<file path="src/rtl/region_xlat_pkg.sv">
package region_xlat_pkg;

  // ----------------------------------------------------------------
  // Register map
  // ----------------------------------------------------------------
  localparam logic [11:0] OFF_CONTROL = 12'h004;
  localparam logic [11:0] OFF_INTR_STATUS = 12'h008;
  localparam logic [11:0] OFF_INTR_ENABLE = 12'h00c;
  localparam logic [11:0] OFF_INTR_CLEAR = 12'h010;
  localparam logic [11:0] OFF_REJECTED_ADDR = 12'h014;
  localparam logic [11:0] OFF_START_BASE = 12'h020;
  localparam logic [11:0] OFF_END_BASE = 12'h0a0;
  localparam logic [11:0] OFF_OFFSET_LOW_BASE = 12'h120;
  localparam logic [11:0] OFF_OFFSET_HIGH_BASE = 12'h1a0;
  localparam logic [11:0] REGION_STEP = 12'h004;
  localparam int MAX_REGIONS = 32;

  // ----------------------------------------------------------------
  // Field positions and reset values
  // ----------------------------------------------------------------
  localparam int MISS_BIT = 0;
  localparam logic INTR_ENABLE_RESET = 1'b1;
  localparam logic [31:0] WORD_RESET = 32'h0000_0000;

  // ----------------------------------------------------------------
  // Carriers
  // ----------------------------------------------------------------
  typedef struct packed {
    logic [11:0] addr;
    logic [31:0] wdata;
    logic wr;
    logic rd;
  } reg_req_t;

  typedef struct packed {
    logic valid;
    logic [31:0] addr;
  } access_req_t;

  typedef struct packed {
    logic permit;
    logic block;
    logic [63:0] out_addr;
  } access_resp_t;

endpackage : region_xlat_pkg

</file>
<file path="src/rtl/region_matcher.sv">
`timescale 1ns/1ps
module region_matcher
  import region_xlat_pkg::*;
#(
  parameter int REGIONS = 8,
  parameter int PS = 12,
  parameter int PHYS_ADDR_WIDTH_CODE = 0
) (
  // Access in
  input wire logic [31:0] logical_addr,
  input wire logic [REGIONS-1:0] region_on,
  // Per-region state
  input wire logic [REGIONS-1:0][31:0] start_shifted,
  input wire logic [REGIONS-1:0][31:0] end_shifted,
  input wire logic [REGIONS-1:0][63:0] offset,
  // Result
  output logic hit,
  output logic [63:0] out_addr
);

  // ----------------------------------------------------------------
  // Region compare
  // ----------------------------------------------------------------
  logic [31:0] page;
  logic [REGIONS-1:0] match;
  assign page = logical_addr >> PS;

  // One comparator pair per region; the end page itself is inside
  for (genvar r = 0; r < REGIONS; r++) begin : g_cmp
    assign match[r] = region_on[r] && page >= start_shifted[r]
                      && page <= end_shifted[r];
  end

  // Lowest matching region wins when regions overlap
  always_comb begin
    hit = |match;
    out_addr = {32'h0, logical_addr};
    for (int r = REGIONS - 1; r >= 0; r--) begin
      if (match[r]) begin
        out_addr = {32'h0, logical_addr} + (offset[r] << PS);
      end
    end
  end

endmodule : region_matcher

</file>
<file path="src/rtl/region_translation_regs.sv">
// Behaviour
// - Interrupt output high while miss flag and its enable are both set.
// - Interrupt enable bit 0 read-write, resets to one; upper bits zero.
// - Writing one to clear bit 0 clears miss flag; reads zero.
// - Read-only rejected address register holds last miss address; resets zero.
// - Rejected access gives bus error and, when enabled, interrupt; address captured.
// - Access inside enabled region start to end page is permitted.
// - Access matching no enabled region is blocked, not forwarded.
// - Start register holds shifted start in bits 31-PS..0; rest zero.
// - End register holds shifted end page in bits 31-PS..0; rest zero.
// - Register sets per region; unimplemented regions read zero, ignore writes.
// - Region count is a build parameter, not software changeable.
// - Offset is 32+4*PHYS_ADDR_WIDTH_CODE-PS bits: high field above bit 32, ORed low.
// - Low offset uses 32 bits, or 32-(PS-4*PHYS_ADDR_WIDTH_CODE) when 4*PHYS_ADDR_WIDTH_CODE below PS.
// - Status bit 0 set on miss; captured address then holds offender.
// - Region enable bits, one per configured region, reset to zero.
// - Page size sets granularity; physical width is 32 plus 4*PHYS_ADDR_WIDTH_CODE.
//
// Implementation choice: the plain strobed port.
`timescale 1ns/1ps
module region_translation_regs
  import region_xlat_pkg::*;
#(
  parameter int REGIONS = 8,
  parameter int PS = 12,
  parameter int PHYS_ADDR_WIDTH_CODE = 0
) (
  // Clock and reset
  input wire logic clk,
  input wire logic arst_n,
  // Register port
  input wire reg_req_t reg_req,
  output logic [31:0] reg_rdata,
  // Access path
  input wire access_req_t access_req,
  output access_resp_t access_resp,
  output logic bus_error,
  // Interrupt
  output logic intr
);

  // ----------------------------------------------------------------
  // Build-time widths
  // ----------------------------------------------------------------
  localparam int FIELD_W = 32 - PS;
  localparam int OFFSET_W = 32 + 4 * PHYS_ADDR_WIDTH_CODE - PS;
  localparam int LOW_W = (4 * PHYS_ADDR_WIDTH_CODE >= PS) ? 32 : 32 - (PS - 4 * PHYS_ADDR_WIDTH_CODE);
  localparam int HIGH_W = (4 * PHYS_ADDR_WIDTH_CODE >= PS) ? 4 * PHYS_ADDR_WIDTH_CODE - PS : 0;
  localparam logic [31:0] FIELD_MASK = 32'hffff_ffff >> PS;
  localparam logic [31:0] LOW_MASK = 32'hffff_ffff >> (32 - LOW_W);
  localparam logic [31:0] HIGH_MASK = (HIGH_W == 0) ? 32'h0 :
                                      (32'hffff_ffff >> (32 - HIGH_W));
  // Physical address width; translated addresses never carry bits above it
  localparam int PHYS_W = 32 + 4 * PHYS_ADDR_WIDTH_CODE;
  localparam logic [63:0] PHYS_MASK = 64'hffff_ffff_ffff_ffff >> (64 - PHYS_W);

  // ----------------------------------------------------------------
  // Build checks
  // ----------------------------------------------------------------
  // Refuse configurations the compare and offset paths cannot serve;
  // one message per limit so a bad build names its own cause
  initial begin
    if (REGIONS < 1 || REGIONS > MAX_REGIONS) begin
      $error("region_translation_regs: region count outside 1 to 32");
    end
    if (PS < 1 || PS > 31) begin
      $error("region_translation_regs: page size outside 1 to 31");
    end
    if (PHYS_ADDR_WIDTH_CODE < 0 || PHYS_ADDR_WIDTH_CODE > 8) begin
      $error("region_translation_regs: address width code outside 0 to 8");
    end
    if (LOW_W < 1 || LOW_W > 32) begin
      $error("region_translation_regs: low offset field width unusable");
    end
    if (HIGH_W < 0 || HIGH_W > 32) begin
      $error("region_translation_regs: high offset field width unusable");
    end
    if (PHYS_W > 64) begin
      $error("region_translation_regs: physical address wider than output");
    end
  end

  // ----------------------------------------------------------------
  // Register map notes
  // ----------------------------------------------------------------
  // 0x004 region enables, one bit per built region
  // 0x008 miss status, set by hardware, cleared only through 0x010
  // 0x00c miss interrupt enable, the only interrupt enable this block has
  // 0x010 clear strobe word, always reads zero
  // 0x014 last rejected logical address, overwritten on every miss
  // 0x020 start pages, 0x0a0 end pages, one word per region
  // 0x120 low offset words, 0x1a0 high offset words, one per region
  // Words of regions beyond the build count read zero and drop writes,
  // so software can probe the region count without a config register.
  // Limitation: partial-word or unaligned accesses are simply ignored.

  // ----------------------------------------------------------------
  // State
  // ----------------------------------------------------------------
  typedef struct packed {
    logic [REGIONS-1:0] region_on;
    logic miss;
    logic miss_en;
    logic [31:0] rejected;
    logic [REGIONS-1:0][31:0] start_s;
    logic [REGIONS-1:0][31:0] end_s;
    logic [REGIONS-1:0][31:0] off_lo;
    logic [REGIONS-1:0][31:0] off_hi;
    logic [31:0] rdata;
    logic berr;
  } state_t;

  state_t st;
  state_t next_st;
  logic hit;
  logic [63:0] out_addr;
  logic [REGIONS-1:0][63:0] offset;

  // ----------------------------------------------------------------
  // Region index decode
  // ----------------------------------------------------------------
  // Returns region index or -1 when the address is outside that bank
  function automatic int region_index(input logic [11:0] addr, input logic [11:0] base);
    int idx;
    idx = -1;
    if (addr >= base && addr < base + 12'(MAX_REGIONS * 4) && addr[1:0] == 2'b00) begin
      idx = int'((addr - base) >> 2);
    end
    return idx;
  endfunction : region_index

  // Offset assembly: high field above bit 32 ORed with the low field
  for (genvar r = 0; r < REGIONS; r++) begin : g_off
    assign offset[r] = ({32'h0, st.off_hi[r]} << 32) | {32'h0, st.off_lo[r]};
  end

  region_matcher #(
    .REGIONS(REGIONS),
    .PS(PS),
    .PHYS_ADDR_WIDTH_CODE(PHYS_ADDR_WIDTH_CODE)
  ) u_match (
    .logical_addr(access_req.addr),
    .region_on(st.region_on),
    .start_shifted(st.start_s),
    .end_shifted(st.end_s),
    .offset(offset),
    .hit(hit),
    .out_addr(out_addr)
  );

  // ----------------------------------------------------------------
  // Next state
  // ----------------------------------------------------------------
  // Miss capture is evaluated after the clear so a new miss wins
  always_comb begin
    int ri;
    ri = -1;
    next_st = st;
    next_st.berr = 1'b0;
    next_st.rdata = 32'h0;
    // Writes
    if (reg_req.wr) begin
      if (reg_req.addr == OFF_CONTROL) begin
        next_st.region_on = reg_req.wdata[REGIONS-1:0];
      end else if (reg_req.addr == OFF_INTR_ENABLE) begin
        next_st.miss_en = reg_req.wdata[MISS_BIT];
      end else if (reg_req.addr == OFF_INTR_CLEAR) begin
        if (reg_req.wdata[MISS_BIT]) begin
          next_st.miss = 1'b0;
        end
      end else if (region_index(reg_req.addr, OFF_START_BASE) >= 0) begin
        ri = region_index(reg_req.addr, OFF_START_BASE);
        if (ri < REGIONS) begin
          next_st.start_s[ri] = reg_req.wdata & FIELD_MASK;
        end
      end else if (region_index(reg_req.addr, OFF_END_BASE) >= 0) begin
        ri = region_index(reg_req.addr, OFF_END_BASE);
        if (ri < REGIONS) begin
          next_st.end_s[ri] = reg_req.wdata & FIELD_MASK;
        end
      end else if (region_index(reg_req.addr, OFF_OFFSET_LOW_BASE) >= 0) begin
        ri = region_index(reg_req.addr, OFF_OFFSET_LOW_BASE);
        if (ri < REGIONS) begin
          next_st.off_lo[ri] = reg_req.wdata & LOW_MASK;
        end
      end else if (region_index(reg_req.addr, OFF_OFFSET_HIGH_BASE) >= 0) begin
        ri = region_index(reg_req.addr, OFF_OFFSET_HIGH_BASE);
        if (ri < REGIONS) begin
          next_st.off_hi[ri] = reg_req.wdata & HIGH_MASK;
        end
      end
    end
    // Reads: unmapped and unimplemented words answer zero
    if (reg_req.rd) begin
      if (reg_req.addr == OFF_CONTROL) begin
        next_st.rdata = 32'(st.region_on);
      end else if (reg_req.addr == OFF_INTR_STATUS) begin
        next_st.rdata = {31'h0, st.miss};
      end else if (reg_req.addr == OFF_INTR_ENABLE) begin
        next_st.rdata = {31'h0, st.miss_en};
      end else if (reg_req.addr == OFF_INTR_CLEAR) begin
        next_st.rdata = 32'h0;
      end else if (reg_req.addr == OFF_REJECTED_ADDR) begin
        next_st.rdata = st.rejected;
      end else if (region_index(reg_req.addr, OFF_START_BASE) >= 0) begin
        ri = region_index(reg_req.addr, OFF_START_BASE);
        if (ri < REGIONS) begin
          next_st.rdata = st.start_s[ri];
        end
      end else if (region_index(reg_req.addr, OFF_END_BASE) >= 0) begin
        ri = region_index(reg_req.addr, OFF_END_BASE);
        if (ri < REGIONS) begin
          next_st.rdata = st.end_s[ri];
        end
      end else if (region_index(reg_req.addr, OFF_OFFSET_LOW_BASE) >= 0) begin
        ri = region_index(reg_req.addr, OFF_OFFSET_LOW_BASE);
        if (ri < REGIONS) begin
          next_st.rdata = st.off_lo[ri];
        end
      end else if (region_index(reg_req.addr, OFF_OFFSET_HIGH_BASE) >= 0) begin
        ri = region_index(reg_req.addr, OFF_OFFSET_HIGH_BASE);
        if (ri < REGIONS) begin
          next_st.rdata = st.off_hi[ri];
        end
      end
    end
    // Miss capture; the set beats a clear in the same cycle
    if (access_req.valid && !hit) begin
      next_st.miss = 1'b1;
      next_st.rejected = access_req.addr;
      next_st.berr = 1'b1;
    end
  end

  // ----------------------------------------------------------------
  // State register
  // ----------------------------------------------------------------
  always_ff @(posedge clk or negedge arst_n) begin
    if (!arst_n) begin
      st <= '0;
      st.miss_en <= INTR_ENABLE_RESET;
      st.rejected <= WORD_RESET;
    end else begin
      st <= next_st;
    end
  end

  // ----------------------------------------------------------------
  // Outputs
  // ----------------------------------------------------------------
  // Permit/block is combinational so the access is never forwarded on a miss
  assign access_resp.permit = access_req.valid && hit;
  assign access_resp.block = access_req.valid && !hit;
  // Cut to the physical width so a large offset cannot alias high bits
  assign access_resp.out_addr = hit ? (out_addr & PHYS_MASK) : 64'h0;
  assign bus_error = st.berr;
  assign reg_rdata = st.rdata;
  assign intr = st.miss && st.miss_en;

endmodule : region_translation_regs

</file>
<file path="config.mk">
export PLATFORM = sky130hd
export DESIGN_NAME = region_translation_regs
export DESIGN_NICKNAME = d
export VERILOG_FILES = /design/src/rtl/region_xlat_pkg.sv /design/src/rtl/region_matcher.sv /design/src/rtl/region_translation_regs.sv
export SDC_FILE = /design/constraint.sdc
export NUM_CORES = 2
export LEC_CHECK = 0
export BUFFER_PORTS_ARGS = -buffer_cell sky130_fd_sc_hd__buf_2
export CAP_MARGIN = 25
export CORE_UTILIZATION = 43
export DETAILED_ROUTE_END_ITERATION = 8
export PLACE_DENSITY = 0.71
export SYNTH_ARGS = -nofsm -noshare
export SYNTH_HDL_FRONTEND = slang
export SYNTH_HIERARCHICAL = 1
export SYNTH_SLANG_ARGS = --single-unit
export TNS_END_PERCENT = 30
</file>
<file path="constraint.sdc">
create_clock -name clk -period 3.5 [get_ports clk]
set_clock_uncertainty 0.1 [all_clocks]
set_input_delay 0.175 -clock clk [delete_from_list [all_inputs] [get_ports clk]]
set_output_delay 0.175 -clock clk [all_outputs]
set_load 0.05 [all_outputs]
</file>
==> flow_metrics.env <==
export IMPL_io_buffers=136
export IMPL_cts_buffer_depth=3
export IMPL_start_util_pct=43.59
export IMPL_critPathArrivalTime_ps=4490
export IMPL_via_count=52361
export IMPL_synth_avg_cell_area_sq_um=9.859
export IMPL_synth_area_sq_um=54170
export IMPL_rows=129
export IMPL_ys_warn_count=6
export IMPL_layout_drive_gt1_share_pct=35.48
export IMPL_grt_util_all_layers_pct=38.21
export IMPL_crit_type="flip-flop to output pin"
export IMPL_grt_overflow=0
export IMPL_reg2reg_slack_ps=-540
export IMPL_min_path_type="input pin to flip-flop"
export IMPL_hold_depth=2
export IMPL_dp_cells=8459
export IMPL_final_cells=8689
export IMPL_area_delta_synth_final_pct=33.66
export IMPL_setup_slack_ps=-1269
export IMPL_startpoint_type="flip-flop"
export IMPL_reg2reg_depth=20
export IMPL_die_h_um=356.9
export IMPL_cts_tree="done"
export IMPL_finalCritPeriodShare_pct=136.3
export IMPL_dieArea_sq_um=127400
export IMPL_fmax_mhz=209.7
export IMPL_syn_inst=5495
export IMPL_worstSetupEndpointType="output pin"
export IMPL_hpwl_um=186400
export IMPL_cts_made_buffers=94
export IMPL_clk_latency_ps=770
export IMPL_drt_iter0_drc=5630
export IMPL_crit_chain="inv_2 -> ha_4 -> nand4_1 -> or4_1 -> mux2i_1 -> a311oi_1 -> buf_4 -> a211oi_4 -> buf_12 -> buf_4 -> mux2i_1 -> a21oi_1 -> o21ai_1 -> or3_1 -> and3_4 -> a311oi_2 -> and2_1 -> buf_6"
export IMPL_reg2reg_to="st[1067]"
export IMPL_critPathMaxStageDelay_ps=580
export IMPL_slew_viol_final=0
export IMPL_wl_per_cell_um=28.40
export IMPL_setup_viol=68
export IMPL_p_per_area_nw_per_um2=321.6
export IMPL_remaining_drc_errors=0
export IMPL_violations="negative setup slack"
export IMPL_reg2reg_from="st[588]"
export IMPL_postRouteWirelength_um=246800
export IMPL_cap_viol_max_count=0
export IMPL_clock_sinks=811
export IMPL_die_w_um=356.9
export IMPL_rsz0062_at_grt="true"
export IMPL_hold_viol_final=0
export IMPL_grt_pass1_vias=52049
export IMPL_power_total_mw=23.29
export IMPL_dp_slack_ps=-926.9
export IMPL_status="finished, violations left"
export IMPL_cts_max_level=3
export IMPL_hold_end="st[678]"
export IMPL_core_sq_um=124300
export IMPL_via_per_inst=6.026
export IMPL_clk_transition_reported_paths_ps=70
export IMPL_p_leak_nw=35.27
export IMPL_pin_count=181
export IMPL_antenna_found_initial=21
export IMPL_critical_path_required_ps=3220
export IMPL_whs_ps=6.580
export IMPL_slew_headroom_pct=17.61
export IMPL_slowest_stage="or4_1"
export IMPL_grt_pass1_wl_um=352900
export IMPL_routabilityCongestion=1.081
export IMPL_ir_drop_uv=429.4
export IMPL_dr_pass1_iters=6
export IMPL_clock_root_buffer="clkbuf_16"
export IMPL_hp_start="reg_req[7]"
export IMPL_min_period_ps=4769
export IMPL_grt_max_degree=95
export IMPL_worst_pin_slew_ps=1236
export IMPL_crit_fanout=10
export IMPL_ant_nets=0
export IMPL_final_nets=7548
[timing repair]
action / CTS / global route
hold endpoints to repair: 305 / 5
hold buffers: 22 / 1
pin swaps: 38 / 36
setup endpoints to repair: 68 / 75
resized for setup: 240 / 96
buffers inserted: 19 / 12
cloned: 2 / 0
[per-stage QoR]
| step | TNS [ps] | utilization (%) | area, sq um |
|---|---|---|---|
| 2_1_floorplan | -2221 | - | 55080 |
| 3_3_place_gp | -116620 | 53.96 | 67060 |
| 3_5_place_dp | -152720 | 53.97 | 67070 |
| 4_1_cts | -39420 | 57.79 | 71820 |
| 5_1_grt | -49850 | 58.25 | 72390 |
| 6_report | -49150 | 58.26 | 72410 |
[critical path, delay by kind of cell (launching register included)]
family,cells,cell delay [ps]
adder cells (fa/ha/maj),1,260
AO/OA/AOI/OAI,5,710
buffers and inverters,5,690
flip-flops,1,370
multiplexers,2,200
AND/OR/NAND/NOR,5,1520
[layout make-up]
cell class | instances | area [sq um]
fill | 10654 | 51870
multi-input combinational | 4167 | 32640
sequential | 811 | 20300
timing repair buffer | 1528 | 12630
clock buffer | 127 | 2646
tap | 1637 | 2048
inverter | 371 | 1393
clock inverter | 42 | 738.2
antenna | 6 | 15.01
[sequential cells by signal, indices dropped and copies added, names as in the netlist]
signal,count
st,778
bus_error,1
reg_rdata,32
[power by group]
group          switching (mW)  internal, mW  total [mW]  leakage (nW)
Combinational            1.91          1.07        2.97          22.4
Sequential             0.0518          9.42        9.47          11.2
Clock                    4.51          6.33        10.8          1.62
[metal layers]
metal / global-route usage [%] / routed length (um) / up-vias
met1: 47.91 / 95350 / 25910
li1: - / - / 22620
met4: 27.45 / 20360 / 14
met2: 57.55 / 106000 / 3048
met5: 0 / 93 / -
met3: 9.296 / 24980 / 769
[worst max-delay path by stage]
stage	startpoint	to	cells after the start
after floorplan	st[560]	st[1057]	17
after global placement	st[788]	access_resp[14]	19
after detailed placement	st[788]	access_resp[14]	19
after CTS	st[773]	access_resp[14]	18
after global routing	st[783]	access_resp[18]	18
final	st[783]	access_resp[25]	18
[placed cells by master, fill, tap and decap left out, types with 91 or more instances in the layout]
master	n
buf_2	99
dfrtp_1	806
nand2_1	280
o21ai_0	193
mux2_2	531
conb_1	236
nor2_1	254
buf_4	1267
nand3_1	91
a21oi_1	325
inv_1	355
ha_1	472
and2_1	282
clkbuf_16	94
Power figures use the tool's default switching activity.
